`src/pcs_pkg.sv`:
```
package pcs_pkg;

	// Widths of the sequencer and data side
	localparam int PC_W = 12;
	localparam int STACK_DEPTH = 8;
	localparam int SP_W = 3;
	localparam int PAGE_OFS_W = 10;
	localparam int PAGE_W = 2;
	localparam int DATA_W = 8;
	localparam int DADDR_W = 6;
	localparam int BANK_W = 3;
	localparam int APB_AW = 8;
	localparam int APB_DW = 32;

	// Storage sizes behind the data addresses
	localparam int NUM_BANKS = 5;
	localparam int BANKED_WORDS = 11;
	localparam int COMMON_WORDS = 48;

	// Register indices; the APB byte address is four times the index
	localparam logic [DADDR_W-1:0] IDX_INDIRECT_ACCESS_PORT = 6'h00;
	localparam logic [DADDR_W-1:0] IDX_MEMORY_SWITCH = 6'h01;
	localparam logic [DADDR_W-1:0] IDX_PROGRAM_COUNTER = 6'h02;
	localparam logic [DADDR_W-1:0] IDX_STATUS = 6'h03;
	localparam logic [DADDR_W-1:0] IDX_INDIRECT_POINTER = 6'h04;
	localparam logic [DADDR_W-1:0] IDX_BANKED_FIRST = 6'h05;
	localparam logic [DADDR_W-1:0] IDX_BANKED_LAST = 6'h0F;
	localparam logic [DADDR_W-1:0] IDX_COMMON_FIRST = 6'h10;

	// Field positions in the memory switch register
	localparam int MS_BANK_LSB = 0;
	localparam int MS_PAGE_LSB = 4;

	// Values after reset
	localparam logic [PC_W-1:0] PC_RESET = 12'h000;
	localparam logic [SP_W-1:0] SP_RESET = 3'h0;
	localparam logic [BANK_W-1:0] BANK_RESET = 3'h0;
	localparam logic [DATA_W-1:0] POINTER_RESET = 8'h00;

	// Operations issued by the instruction decoder
	typedef enum logic [3:0] {
		PCS_OP_NONE,
		PCS_OP_STEP,
		PCS_OP_JUMP_IN_PAGE,
		PCS_OP_PAGE_INVOKE,
		PCS_OP_LONG_JUMP,
		PCS_OP_FAR_SUBROUTINE_INVOKE,
		PCS_OP_SUBROUTINE_EXIT,
		PCS_OP_EXIT_WITH_LITERAL,
		PCS_OP_EXIT_FROM_INTERRUPT,
		PCS_OP_ADD_ACC,
		PCS_OP_MOV_ACC
	} pcs_op_t;

	// Sequencer phases
	typedef enum logic {PCS_ST_RUN, PCS_ST_LONG} pcs_seq_t;

	typedef struct packed {
		logic psel;
		logic penable;
		logic pwrite;
		logic [APB_AW-1:0] paddr;
		logic [APB_DW-1:0] pwdata;
	} pcs_apb_req_t;

	typedef struct packed {
		logic [APB_DW-1:0] prdata;
		logic pready;
		logic pslverr;
	} pcs_apb_rsp_t;

	typedef struct packed {
		logic valid;
		pcs_op_t op;
		logic [PC_W-1:0] operand;
		logic [DATA_W-1:0] acc;
	} pcs_instr_t;

	typedef struct packed {
		pcs_seq_t seq;
		logic [PC_W-1:0] pc;
		logic [SP_W-1:0] sp;
		logic [STACK_DEPTH-1:0][PC_W-1:0] stack;
		logic [PC_W-1:0] long_target;
		logic long_push;
		logic [BANK_W-1:0] bank;
		logic [DATA_W-1:0] pointer;
		logic [NUM_BANKS-1:0][BANKED_WORDS-1:0][DATA_W-1:0] banked;
		logic [COMMON_WORDS-1:0][DATA_W-1:0] common;
		logic [APB_DW-1:0] prdata;
	} pcs_state_t;

endpackage

```
`src/pcs_core.sv`:
```
// Implementation choice: the APB slave port.
`timescale 1ns/1ps
// Notes on behaviour
// Indirect port redirects to pointer-addressed location
// Memory switch bits 5:4 show current page
// Memory switch bits 2:0 select bank 0-4
// Counter and stack entries are 12 bits
// Return stack holds eight entries
// Pages are 1024 words; low 10 bits
// Any reset clears the whole counter
// Jump-in-page loads low 10 bits only
// Page invoke pushes PC+1, loads low 10
// Long jump loads all 12 counter bits
// Far invoke pushes PC+1, loads 12 bits
// All three exits reload from stack top, pop
// Accumulator add is a full relative add
// Accumulator move replaces low 8 bits only
// Other counter writes keep bits 8 and 9
// One cycle per op, long ones take two
// Held low reset keeps the controller reset
// Pointer bits 5:0 give indirect address
// Only addresses 05-0F are bank steered
// Ninth push overwrites oldest entry silently
module pcs_core (
	// Clock and reset
	input wire logic clock_i,
	input wire logic reset_n_i,
	// APB register port
	input pcs_pkg::pcs_apb_req_t apb_i,
	output pcs_pkg::pcs_apb_rsp_t apb_o,
	// Instruction decoder side
	input pcs_pkg::pcs_instr_t instr_i,
	output logic instr_ready_o,
	// Sequencer view
	output logic [pcs_pkg::PC_W-1:0] pc_o,
	output logic [pcs_pkg::PAGE_W-1:0] page_o,
	output logic [pcs_pkg::BANK_W-1:0] bank_o,
	output logic [pcs_pkg::SP_W-1:0] stack_ptr_o
);

	// Registered state and its next value
	pcs_pkg::pcs_state_t r;
	pcs_pkg::pcs_state_t next_r;

	// Bus phase decode
	logic setup;
	logic access;
	logic aligned;
	// Register index and effective data address
	logic [pcs_pkg::DADDR_W-1:0] idx;
	logic [pcs_pkg::DADDR_W-1:0] ea;
	// Target classes of the effective address
	logic bank_hit;
	logic common_hit;
	logic [pcs_pkg::DADDR_W-1:0] bank_ofs;
	logic [pcs_pkg::DADDR_W-1:0] common_ofs;
	// Write qualifiers
	logic wr_req;
	logic pc_wr_req;
	logic wr_ok;
	// Instruction acceptance
	logic fire;
	// Counter arithmetic
	logic [pcs_pkg::PC_W-1:0] pc_inc;
	logic [pcs_pkg::SP_W-1:0] sp_dec;
	logic [pcs_pkg::PC_W-1:0] stack_top;
	// Read value for the addressed location
	logic [pcs_pkg::PC_W-1:0] rd_val;

	// Address decode; a pointer that itself names the port reads zero
	always_comb begin
		setup = apb_i.psel && !apb_i.penable;
		access = apb_i.psel && apb_i.penable;
		aligned = (apb_i.paddr[1:0] == 2'h0);
		idx = apb_i.paddr[pcs_pkg::APB_AW-1:2];
		// Port access lands on the pointed-to location
		if (idx == pcs_pkg::IDX_INDIRECT_ACCESS_PORT) begin
			ea = r.pointer[pcs_pkg::DADDR_W-1:0];
		end else begin
			ea = idx;
		end
		// Only 05-0F move with the bank; banks past 4 hold nothing
		bank_hit = (ea >= pcs_pkg::IDX_BANKED_FIRST) &&
			(ea <= pcs_pkg::IDX_BANKED_LAST) &&
			(r.bank < pcs_pkg::BANK_W'(pcs_pkg::NUM_BANKS));
		common_hit = (ea >= pcs_pkg::IDX_COMMON_FIRST);
		bank_ofs = ea - pcs_pkg::IDX_BANKED_FIRST;
		common_ofs = ea - pcs_pkg::IDX_COMMON_FIRST;
	end

	// Bus handshake and instruction acceptance
	always_comb begin
		wr_req = access && apb_i.pwrite && aligned;
		pc_wr_req = wr_req && (ea == pcs_pkg::IDX_PROGRAM_COUNTER);
		// A counter write waits out the second cycle of a long op,
		// so the two never fight over the counter
		apb_o.pready = !((r.seq == pcs_pkg::PCS_ST_LONG) && pc_wr_req);
		apb_o.pslverr = access && !aligned;
		apb_o.prdata = r.prdata;
		wr_ok = wr_req && apb_o.pready;
		// The decoder stalls while the bus rewrites the counter
		instr_ready_o = (r.seq == pcs_pkg::PCS_ST_RUN) && !pc_wr_req;
		fire = instr_i.valid && instr_ready_o;
	end

	// Counter helpers; the stack pointer wraps on its own width
	always_comb begin
		pc_inc = r.pc + 12'h001;
		sp_dec = r.sp - 3'h1;
		stack_top = r.stack[sp_dec];
	end

	// Read mux for the addressed data location
	always_comb begin
		rd_val = '0;
		unique case (ea)
			pcs_pkg::IDX_INDIRECT_ACCESS_PORT: begin
				// Nothing is stored behind the port itself
				rd_val = '0;
			end
			pcs_pkg::IDX_MEMORY_SWITCH: begin
				rd_val[pcs_pkg::MS_PAGE_LSB +: pcs_pkg::PAGE_W] =
					r.pc[pcs_pkg::PC_W-1 -: pcs_pkg::PAGE_W];
				rd_val[pcs_pkg::MS_BANK_LSB +: pcs_pkg::BANK_W] =
					r.bank;
			end
			pcs_pkg::IDX_PROGRAM_COUNTER: begin
				rd_val = r.pc;
			end
			pcs_pkg::IDX_INDIRECT_POINTER: begin
				rd_val[pcs_pkg::DATA_W-1:0] = r.pointer;
			end
			default: begin
				// Status lives elsewhere and reads zero here
				if (bank_hit) begin
					rd_val[pcs_pkg::DATA_W-1:0] =
						r.banked[r.bank][bank_ofs];
				end else if (common_hit) begin
					rd_val[pcs_pkg::DATA_W-1:0] = r.common[common_ofs];
				end
			end
		endcase
	end

	// Next state: bus effects, then the sequencer
	always_comb begin
		next_r = r;
		// Read data is caught in setup and shown in the access phase
		if (setup) begin
			next_r.prdata = '0;
			if (aligned) begin
				next_r.prdata[pcs_pkg::PC_W-1:0] = rd_val;
			end
		end
		// Bus writes
		if (wr_ok) begin
			unique case (ea)
				pcs_pkg::IDX_INDIRECT_ACCESS_PORT: begin
					// Port pointing at itself: write is dropped
				end
				pcs_pkg::IDX_MEMORY_SWITCH: begin
					// Page bits are read-only, only bank is written
					next_r.bank =
						apb_i.pwdata[pcs_pkg::MS_BANK_LSB +:
						pcs_pkg::BANK_W];
				end
				pcs_pkg::IDX_PROGRAM_COUNTER: begin
					// Only low 8 bits move; 8 and 9 stay put
					next_r.pc = {r.pc[pcs_pkg::PC_W-1:8],
						apb_i.pwdata[7:0]};
				end
				pcs_pkg::IDX_INDIRECT_POINTER: begin
					next_r.pointer =
						apb_i.pwdata[pcs_pkg::DATA_W-1:0];
				end
				default: begin
					if (bank_hit) begin
						next_r.banked[r.bank][bank_ofs] =
							apb_i.pwdata[pcs_pkg::DATA_W-1:0];
					end else if (common_hit) begin
						next_r.common[common_ofs] =
							apb_i.pwdata[pcs_pkg::DATA_W-1:0];
					end
				end
			endcase
		end
		// Sequencer
		unique case (r.seq)
			pcs_pkg::PCS_ST_RUN: begin
				if (fire) begin
					unique case (instr_i.op)
						pcs_pkg::PCS_OP_NONE: begin
							// Counter holds
						end
						pcs_pkg::PCS_OP_STEP: begin
							next_r.pc = pc_inc;
						end
						pcs_pkg::PCS_OP_JUMP_IN_PAGE: begin
							// Page bits kept, offset in page loaded
							next_r.pc = {
								r.pc[pcs_pkg::PC_W-1:pcs_pkg::PAGE_OFS_W],
								instr_i.operand[pcs_pkg::PAGE_OFS_W-1:0]
							};
						end
						pcs_pkg::PCS_OP_PAGE_INVOKE: begin
							// Ninth push simply overwrites the oldest
							next_r.stack[r.sp] = pc_inc;
							next_r.sp = r.sp + 3'h1;
							next_r.pc = {
								r.pc[pcs_pkg::PC_W-1:pcs_pkg::PAGE_OFS_W],
								instr_i.operand[pcs_pkg::PAGE_OFS_W-1:0]
							};
						end
						pcs_pkg::PCS_OP_LONG_JUMP,
						pcs_pkg::PCS_OP_FAR_SUBROUTINE_INVOKE: begin
							// Second word cycle; counter moves after it
							next_r.seq = pcs_pkg::PCS_ST_LONG;
							next_r.long_target = instr_i.operand;
							next_r.long_push = (instr_i.op ==
								pcs_pkg::PCS_OP_FAR_SUBROUTINE_INVOKE);
						end
						pcs_pkg::PCS_OP_SUBROUTINE_EXIT,
						pcs_pkg::PCS_OP_EXIT_WITH_LITERAL,
						pcs_pkg::PCS_OP_EXIT_FROM_INTERRUPT: begin
							// Underflow wraps silently like overflow
							next_r.pc = stack_top;
							next_r.sp = sp_dec;
						end
						pcs_pkg::PCS_OP_ADD_ACC: begin
							// Carry runs through all upper bits
							next_r.pc = r.pc +
								{4'h0, instr_i.acc};
						end
						pcs_pkg::PCS_OP_MOV_ACC: begin
							next_r.pc = {r.pc[pcs_pkg::PC_W-1:8],
								instr_i.acc};
						end
						default: begin
							// Undefined op codes leave the counter alone
						end
					endcase
				end
			end
			pcs_pkg::PCS_ST_LONG: begin
				// Full 12-bit load; far invoke pushes first
				next_r.pc = r.long_target;
				if (r.long_push) begin
					next_r.stack[r.sp] = pc_inc;
					next_r.sp = r.sp + 3'h1;
				end
				next_r.seq = pcs_pkg::PCS_ST_RUN;
			end
		endcase
	end

	// State register; reset held low keeps everything cleared
	always_ff @(posedge clock_i) begin
		if (!reset_n_i) begin
			r <= '0;
			r.seq <= pcs_pkg::PCS_ST_RUN;
			r.pc <= pcs_pkg::PC_RESET;
			r.sp <= pcs_pkg::SP_RESET;
			r.bank <= pcs_pkg::BANK_RESET;
			r.pointer <= pcs_pkg::POINTER_RESET;
		end else begin
			r <= next_r;
		end
	end

	// Observation outputs, all from flip-flops
	assign pc_o = r.pc;
	assign page_o = r.pc[pcs_pkg::PC_W-1 -: pcs_pkg::PAGE_W];
	assign bank_o = r.bank;
	assign stack_ptr_o = r.sp;

	// Helper: decode of the accepted operation
	logic op_jip;
	logic op_page_inv;
	logic op_long;
	logic op_far;
	logic op_exit;
	logic op_add;
	logic op_mov;
	logic op_step;
	always_comb begin
		op_jip = fire && (instr_i.op == pcs_pkg::PCS_OP_JUMP_IN_PAGE);
		op_page_inv = fire && (instr_i.op == pcs_pkg::PCS_OP_PAGE_INVOKE);
		op_long = fire && (instr_i.op == pcs_pkg::PCS_OP_LONG_JUMP);
		op_far = fire &&
			(instr_i.op == pcs_pkg::PCS_OP_FAR_SUBROUTINE_INVOKE);
		op_exit = fire &&
			((instr_i.op == pcs_pkg::PCS_OP_SUBROUTINE_EXIT) ||
			(instr_i.op == pcs_pkg::PCS_OP_EXIT_WITH_LITERAL) ||
			(instr_i.op == pcs_pkg::PCS_OP_EXIT_FROM_INTERRUPT));
		op_add = fire && (instr_i.op == pcs_pkg::PCS_OP_ADD_ACC);
		op_mov = fire && (instr_i.op == pcs_pkg::PCS_OP_MOV_ACC);
		op_step = fire && (instr_i.op == pcs_pkg::PCS_OP_STEP);
	end
endmodule

```
`config.mk`:
```
export PLATFORM = sky130hd
export DESIGN_NAME = pcs_core
export DESIGN_NICKNAME = d
export VERILOG_FILES = /design/src/pcs_pkg.sv /design/src/pcs_core.sv
export SDC_FILE = /design/constraint.sdc
export NUM_CORES = 2
export LEC_CHECK = 0
export CAP_MARGIN = 25
export CORE_ASPECT_RATIO = 0.6
export CORE_UTILIZATION = 58
export CTS_CLUSTER_DIAMETER = 50
export DETAILED_ROUTE_END_ITERATION = 10
export DONT_BUFFER_PORTS = 1
export PLACE_DENSITY = 0.76
export SLEW_MARGIN = 20
export SYNTH_ARGS = -nofsm -noshare
export SYNTH_HDL_FRONTEND = slang
export SYNTH_SLANG_ARGS = --single-unit
```
`constraint.sdc`:
```
create_clock -name clock_i -period 4 [get_ports clock_i]
set_clock_uncertainty 0.15 [all_clocks]
set_input_delay 0.2 -clock clock_i [delete_from_list [all_inputs] [get_ports clock_i]]
set_output_delay 0.2 -clock clock_i [all_outputs]
set_load 0.05 [all_outputs]
```
==> After elaboration in Yosys (flattened, before gate mapping) <==
Cells that the tools add are included.
W data, S select, Z words.
{ "classes": {"reduce_logical": 36, "order_cmp": 13, "n_eq_ne": 19, "mux": 38, "n_bitwise": 3, "n_addsub": 6} }
{ "op_table": {"columns": ["operator", "count"], "rows": [
  ["$bwmux W440", 1],
  ["$bwmux W384", 1],
  ["$bmux W88 S3", 1],
  ["$demux W88 S3", 1],
  ["$pmux W112 S2", 1],
  ["$mux W88", 2],
  ["$mux W125", 1],
  ["$mux W99", 1],
  ["$bwmux W96", 1],
  ["$mux W96", 1],
  ["$mux W8", 8],
  ["$pmux W12 S5", 1],
  ["$bmux W8 S6", 1],
  ["$demux W8 S6", 1],
  ["$bmux W12 S3", 1],
  ["$demux W12 S3", 1],
  ["$mux W12", 3],
  ["$bmux W8 S4", 1],
  ["$demux W8 S4", 1],
  ["$eq A4 B3 Y1 const B", 4],
  ["$logic_and A1 B1 Y1", 16],
  ["$mux W13", 1],
  ["$add A12 B1 Y12 const B", 1],
  ["$add A12 B8 Y12", 1],
  ["41 further kinds", 63]
]} }
{ "word_totals": {"register_bits": 972, "out_inout_bits": 55, "wordCells": 236} }

==> Longest topological paths before layout <==
{ "depth": {"word_depth": 11, "depth_mapped": 18, "mapped_depth_nobuf": 12} }

==> Worst setup path before layout <==
OpenSTA, ideal clock, no wires.
{ "synth_timing": {"path_kind": "input port to flip-flop", "start": "input apb_i[35] in the netlist's numbering", "end": "register r[927] in the netlist's numbering", "required_ns": 3.719, "setup_time_ns": 0.131, "t_arrival_ns": 3.695, "setup_slack_ns": 0.023, "cell_stages": 16, "n_path_buf": 5, "path_cell_list": "clkbuf_1 nor3_1 a31o_2 clkbuf_1 inv_1 clkbuf_1 ha_1 clkbuf_1 nor2b_1 o21ai_1 o41ai_1 o31ai_1 and2_1 nand3b_1 clkbuf_1 o21ai_0"} }
{ "synth_via": {"elab_chain_len": 9} }
{ "synth_rtl": {"columns": ["element", "line_no", "source"], "rows": [
  ["from (decl)", "pcs_core.sv:29", "input pcs_pkg::pcs_apb_req_t apb_i,"],
  ["$logic_not A6 Y1", "pcs_core.sv:77", "if (idx == pcs_pkg::IDX_INDIRECT_ACCESS_PORT) begin"],
  ["$mux W6 (*)", "pcs_core.sv:77", null],
  ["$eq A6 B2 Y1 (*)", "pcs_core.sv:94", "pc_wr_req = wr_req && (ea == pcs_pkg::IDX_PROGRAM_COUNTER);"],
  ["$logic_and A1 B1 Y1 (*)", "pcs_core.sv:94", null],
  ["$logic_not A1 Y1 (*)", "pcs_core.sv:102", "instr_ready_o = (r.seq == pcs_pkg::PCS_ST_RUN) && !pc_wr_req;"],
  ["$logic_and A1 B1 Y1 (*)", "pcs_core.sv:102", null],
  ["$logic_and A1 B1 Y1 (*)", "pcs_core.sv:103", "fire = instr_i.valid && instr_ready_o;"],
  ["$ne A2 B2 Y1 (no source line) (*)", null, null],
  ["$reduce_and A3 Y1 (no source line) (*)", null, null],
  ["to (signal assigned)", "pcs_core.sv:266", "r <= next_r;"],
  ["to (decl)", "pcs_core.sv:42", "pcs_pkg::pcs_state_t r;"]
]} }
Every way passes the cells marked *; elsewhere a longest branch is shown, timed or not.
A chain may end at the register's enable or synchronous reset.

==> Final worst setup path <==
{ "layout_timing": {"start": "register r[857] in the netlist's numbering", "end": "register r[588] in the netlist's numbering"} }
{ "layout_via": {"elab_chain_len": 9, "elab_cells_between_ends": 25, "classes_between": "1 x add/sub; 4 x order compare; 3 x eq/ne; 6 x mux; 1 x bitwise; 10 x reduce/logical"} }
{ "layout_rtl": {"columns": ["element", "line_no", "source"], "rows": [
  ["$mux W6 (*)", "pcs_core.sv:77", null],
  ["$sub A6 B3 Y6", "pcs_core.sv:87", "bank_ofs = ea - pcs_pkg::IDX_BANKED_FIRST;"],
  ["$ge A6 B1 Y1 (implied by the code) or $lt A6 B5 Y1 (tied branches)", "pcs_core.sv:178", "next_r.banked[r.bank][bank_ofs] ="],
  ["$logic_and A1 B1 Y1 (implied by the code)", "pcs_core.sv:178", null],
  ["$mux W8 (implied by the code)", "pcs_core.sv:178", null],
  ["$demux W8 S4", "pcs_core.sv:178", null],
  ["$mux W88 (implied by the code)", "pcs_core.sv:178", null],
  ["$demux W88 S3", "pcs_core.sv:178", null],
  ["$bwmux W440", "pcs_core.sv:178", null]
]} }
Marked as above.

==> impl_results.html <==
<table>
<tr><th>Metric</th><th>Value</th></tr>
<tr><th colspan="2">Synthesis</th></tr>
<tr><td>Most area-hungry cell type in the Yosys netlist</td><td>sky130_fd_sc_hd__dfxtp_1</td></tr>
<tr><td>Dominant synthesized flop cell</td><td>sky130_fd_sc_hd__dfxtp_1</td></tr>
<tr><td>Combinational family with the most area after synthesis</td><td>compound AO/OA/AOI/OAI gates</td></tr>
<tr><td>Synthesized instance count</td><td>5642</td></tr>
<tr><td>Top cells by instance count after synthesis</td><td>sky130_fd_sc_hd__nand2_1 (1175), sky130_fd_sc_hd__dfxtp_1 (972), sky130_fd_sc_hd__a21oi_1 (843)</td></tr>
<tr><td>Share of the synthesized netlist area taken by xor and xnor gates</td><td>0.4109%</td></tr>
<tr><td>Adder and majority gate portion of the synthesized area</td><td>0.4640%</td></tr>
<tr><td>Share of synthesized registers carrying an async set or reset</td><td>0%</td></tr>
<tr><td>Synthesized area per cell</td><td>7.933 µm²</td></tr>
<tr><td>Most frequent cell after synthesis</td><td>sky130_fd_sc_hd__nand2_1</td></tr>
<tr><td>Compound-gate portion of the synthesized area</td><td>around 23%</td></tr>
<tr><td>Syn Std Cell Area</td><td>44760 µm²</td></tr>
<tr><td>Top post-synthesis cells by area</td><td>sky130_fd_sc_hd__dfxtp_1 (43%), sky130_fd_sc_hd__nand2_1 (9.9%), sky130_fd_sc_hd__a21oi_1 (9.4%), sky130_fd_sc_hd__o21ai_0 (7.1%), sky130_fd_sc_hd__mux2i_1 (4.9%)</td></tr>
<tr><td>Seq cells post-synth</td><td>972</td></tr>
<tr><td>Fraction of synthesized cell area taken by the top area cell type</td><td>43.47%</td></tr>
<tr><td>Register area share after synthesis</td><td>43.47%</td></tr>
<tr><td>Warnings from Yosys</td><td>0</td></tr>
<tr><td>EDFF count, synth</td><td>0</td></tr>
<tr><td>Simple logic cell fraction of the synthesized area</td><td>18.09%</td></tr>
<tr><td>Multiplexer area fraction after synthesis</td><td>9.345%</td></tr>
<tr><td>Count of distinct cell types in the synthesized netlist</td><td>83</td></tr>
<tr><th colspan="2">Route</th></tr>
<tr><td>Number of remaining DRC errors</td><td>0</td></tr>
<tr><td>First-pass DRT Iterations</td><td>9</td></tr>
<tr><td>Average wire length per cell after detail routing</td><td>24.50 µm</td></tr>
<tr><td>Total wire length</td><td>159900 µm</td></tr>
<tr><td>Remaining antenna violation count after routing</td><td>0</td></tr>
<tr><td>Total via count after detailed routing</td><td>around 44k</td></tr>
<tr><td>Vias per cell</td><td>6.698</td></tr>
<tr><td>DRT iter0 DRCs</td><td>7142</td></tr>
<tr><th colspan="2">Critical path</th></tr>
<tr><td>Buf/Inv on CP</td><td>3</td></tr>
<tr><td>Worst-path cell with the longest stage delay</td><td>sky130_fd_sc_hd__dlygate4sd3_1</td></tr>
<tr><td>Type of the setup path with the least slack</td><td>flip-flop to flip-flop</td></tr>
<tr><td>Data arrival, critical path</td><td>4380 ps</td></tr>
<tr><td>Delay-heaviest family, CP</td><td>simple AND/OR/NAND/NOR gates</td></tr>
<tr><td>Data required time at the worst endpoint</td><td>4470 ps</td></tr>
<tr><td>Cells along the critical path</td><td>buf_4 -&gt; or4bb_1 -&gt; o21a_1 -&gt; buf_4 -&gt; nor2_1 -&gt; nand2_1 -&gt; nor2_2 -&gt; nand2_1 -&gt; dlygate4sd3_1 -&gt; a21oi_1</td></tr>
<tr><td>Delay contributed by the slowest stage of the critical path</td><td>~600 ps</td></tr>
<tr><td>Critical Path Source</td><td>r[857]$_SDFFE_PN0P_</td></tr>
<tr><td>Number of cells on the critical path</td><td>10</td></tr>
<tr><td>Number of cells on the worst reg-to-reg path</td><td>10</td></tr>
<tr><td>Worst setup SP type</td><td>flip-flop</td></tr>
<tr><td>Crit end category</td><td>flip-flop</td></tr>
<tr><td>Startpoint of the worst register-to-register path</td><td>r[857]$_SDFFE_PN0P_</td></tr>
<tr><td>Largest driver fanout on the critical path</td><td>10</td></tr>
<tr><th colspan="2">Cells and area</th></tr>
<tr><td>Total number of nets in the final design</td><td>5535</td></tr>
<tr><td>Final std cells w/o fill</td><td>6526</td></tr>
<tr><td>Layout area overhead</td><td>10.56%</td></tr>
<tr><td>Proportion of layout cells with a drive suffix above 1</td><td>9.708%</td></tr>
<tr><td>Utilization of the core after routing</td><td>65.18%</td></tr>
<tr><th colspan="2">Floorplanning</th></tr>
<tr><td>Rows</td><td>78</td></tr>
<tr><td>Area inside the core boundary</td><td>about 76000 µm²</td></tr>
<tr><td>Horizontal extent of the die</td><td>360.6 µm</td></tr>
<tr><td>Vertical die dimension</td><td>217.2 µm</td></tr>
<tr><td>DIE AREA</td><td>~78000 µm²</td></tr>
<tr><td>I/O pin total</td><td>roughly 130</td></tr>
<tr><td>Effective utilization at floorplan</td><td>58.95%</td></tr>
<tr><th colspan="2">Power</th></tr>
<tr><td>Total leakage power</td><td>around 16 nW</td></tr>
<tr><td>Total power</td><td>around 20 mW</td></tr>
<tr><td>Power density normalized to cell area</td><td>408.0 nW/µm²</td></tr>
<tr><td>Max IR drop VDD</td><td>0.0003749 V</td></tr>
<tr><th colspan="2">Hold path</th></tr>
<tr><td>Worst hold start</td><td>apb_i[37]</td></tr>
<tr><td>Hold depth</td><td>5</td></tr>
<tr><td>Path class of the lowest-slack min-delay path</td><td>input pin to flip-flop</td></tr>
<tr><th colspan="2">CTS</th></tr>
<tr><td>CTS HTree Levels</td><td>3</td></tr>
<tr><td>Maximum root-to-sink buffer count</td><td>3</td></tr>
<tr><td>Clock transition time at the flip-flop clock pins of the worst setup and hold paths</td><td>70 ps</td></tr>
<tr><td>CTS tree</td><td>built</td></tr>
<tr><td>Root cell of the clock tree</td><td>sky130_fd_sc_hd__clkbuf_16</td></tr>
<tr><td>Number of sinks handled by clock tree synthesis</td><td>roughly 970</td></tr>
<tr><td>Later-pin clock latency in the skew report</td><td>710 ps</td></tr>
<tr><td>Total clock buffers created by CTS</td><td>90</td></tr>
<tr><td>Post-CTS setup repair buffer count</td><td>0</td></tr>
<tr><th colspan="2">Timing</th></tr>
<tr><td>Number of failing hold endpoints at the final stage</td><td>0</td></tr>
<tr><td>Setup repair after global routing missed its margin</td><td>no</td></tr>
<tr><td>Period Utilization, post-route</td><td>97.74%</td></tr>
<tr><td>Setup Viol. Count Final</td><td>0</td></tr>
<tr><td>Number of slew-limit violations in the final report</td><td>0</td></tr>
<tr><td>Pin slew with the least headroom to its limit</td><td>approximately 1100 ps</td></tr>
<tr><td>Worst hold slack after final layout</td><td>between 30 and 40 ps</td></tr>
<tr><td>Max-slew headroom</td><td>24.85%</td></tr>
<tr><td>Max frequency</td><td>255.8 MHz</td></tr>
<tr><td>Min cycle time layout</td><td>3909 ps</td></tr>
<tr><td>Final total negative setup slack</td><td>0 ps</td></tr>
<tr><th colspan="2">Placed design</th></tr>
<tr><td>Cells after DPL</td><td>6293</td></tr>
<tr><td>Global placer's final weighted congestion</td><td>0.9797</td></tr>
<tr><td>Port Buffers</td><td>0</td></tr>
<tr><td>Dpl hpwl</td><td>99310 µm</td></tr>
<tr><th colspan="2">Global routing</th></tr>
<tr><td>Wire length of the first global-routing pass</td><td>241200 µm</td></tr>
<tr><td>Pin count of the biggest net entering global routing</td><td>122</td></tr>
<tr><td>Initial antenna violation count</td><td>6</td></tr>
<tr><td>Remaining global-route overflow</td><td>0</td></tr>
<tr><td>Busiest layer in global routing</td><td>met1</td></tr>
<tr><td>Total Routing Usage GR</td><td>39.46%</td></tr>
<tr><td>Number of global-route vias before repair</td><td>roughly 40k</td></tr>
<tr><td>Met3 capacity usage during global routing</td><td>between 10% and 20%</td></tr>
<tr><td>Met2 track demand over resource in global routing</td><td>a little over half</td></tr>
<tr><td>Met1 capacity usage during global routing</td><td>between 50% and 60%</td></tr>
<tr><th colspan="2">Run status</th></tr>
<tr><td>Outcome</td><td>completed</td></tr>
<tr><th colspan="2">Flow run</th></tr>
<tr><td>Number of max-capacitance violations reported</td><td>0</td></tr>
</table>
[flip-flops by register name, summed over array words and instances, names as in the netlist]
signal / cells
pc_o: 12
stack_ptr_o: 3
bank_o: 3
r: 942
apb_o: 12
[per-stage QoR]
| stage | area (µm²) | setup slack [ps] |
|---|---|---|
| 2_1_floorplan | 44830 | 23.39 |
| 3_3_place_gp | 45640 | 325.3 |
| 3_5_place_dp | 45650 | 311.7 |
| 4_1_cts | 49440 | 66.75 |
| 5_1_grt | 49480 | 0.3797 |
| 6_report | 49490 | 90.51 |
[layout by cell type (no fill, tap or decap), types with 37 or more instances in the layout]
cell                            instances
sky130_fd_sc_hd__nand2_1             1170
sky130_fd_sc_hd__nor2_1               295
sky130_fd_sc_hd__a21oi_1              839
sky130_fd_sc_hd__mux4_2                78
sky130_fd_sc_hd__mux2i_1              221
sky130_fd_sc_hd__dfxtp_1              968
sky130_fd_sc_hd__nand3_1              261
sky130_fd_sc_hd__buf_4                175
sky130_fd_sc_hd__o22ai_1               40
sky130_fd_sc_hd__clkbuf_16             90
sky130_fd_sc_hd__a221oi_1              37
sky130_fd_sc_hd__dlygate4sd3_1         55
sky130_fd_sc_hd__o21ai_0              628
[routing by layer]
metal / share of wire [%] / wire, µm
met1: 41 / 65270
met2: 40 / 64070
met4: 2.7 / 4323
met3: 16 / 26230
met5: 0.0081 / 13
[area by class of cell]
cell class,instances,area (µm²)
diodes,5,12.51
multi-input cells,4103,23080
repair buffers,265,2616
fillers,6339,26440
clock inverters,42,384.1
clock buffers,122,2603
inverters,17,71.32
flip-flops and latches,972,19470
well taps,1000,1251
[logic make-up (layout without fill, tap and decap cells)]
logic type | count (synthesis) | in the layout
adders and majority gates | 16 | 16
muxes | 318 | 318
xor gates and xnor gates | 21 | 21
other | 1 | 25
buffers and inverters | 586 | 446
and+or+nand+nor | 1905 | 1905
DFF | 972 | 972
AOI/OAI and AO/OA | 1823 | 1823
[final timing paths]
check / slack (ps) / end
setup / recovery: 90 / r[588]$_SDFFE_PN0P_
hold / removal: 40 / apb_o[9]$_SDFFE_PN0P_
setup reg to reg: 90 / r[588]$_SDFFE_PN0P_
hold reg to reg: 300 / r[655]$_SDFFE_PN0P_
[worst register-to-register path: cells and delay by family (launching register included)]
kind | cells | cell delay (ps)
buffers and inverters | 3 | 1100
AOI/OAI and AO/OA | 2 | 670
DFF | 1 | 330
and+or+nand+nor | 5 | 1600
[what timing repair did]
action,CTS,global route
endpoints found under the setup margin,0,21
gates resized for setup,0,8
hold buffers,64,0
endpoints found under the hold margin,971,0
[report_power, final]
group	total (mW)	internal [mW]	switching [mW]
combinational	1.57	0.391	1.18
sequential	9.71	9.68	0.0247
clock	8.91	4.90	4.01
total	20.2	15.0	5.21
(Power assumes the default switching activity.)
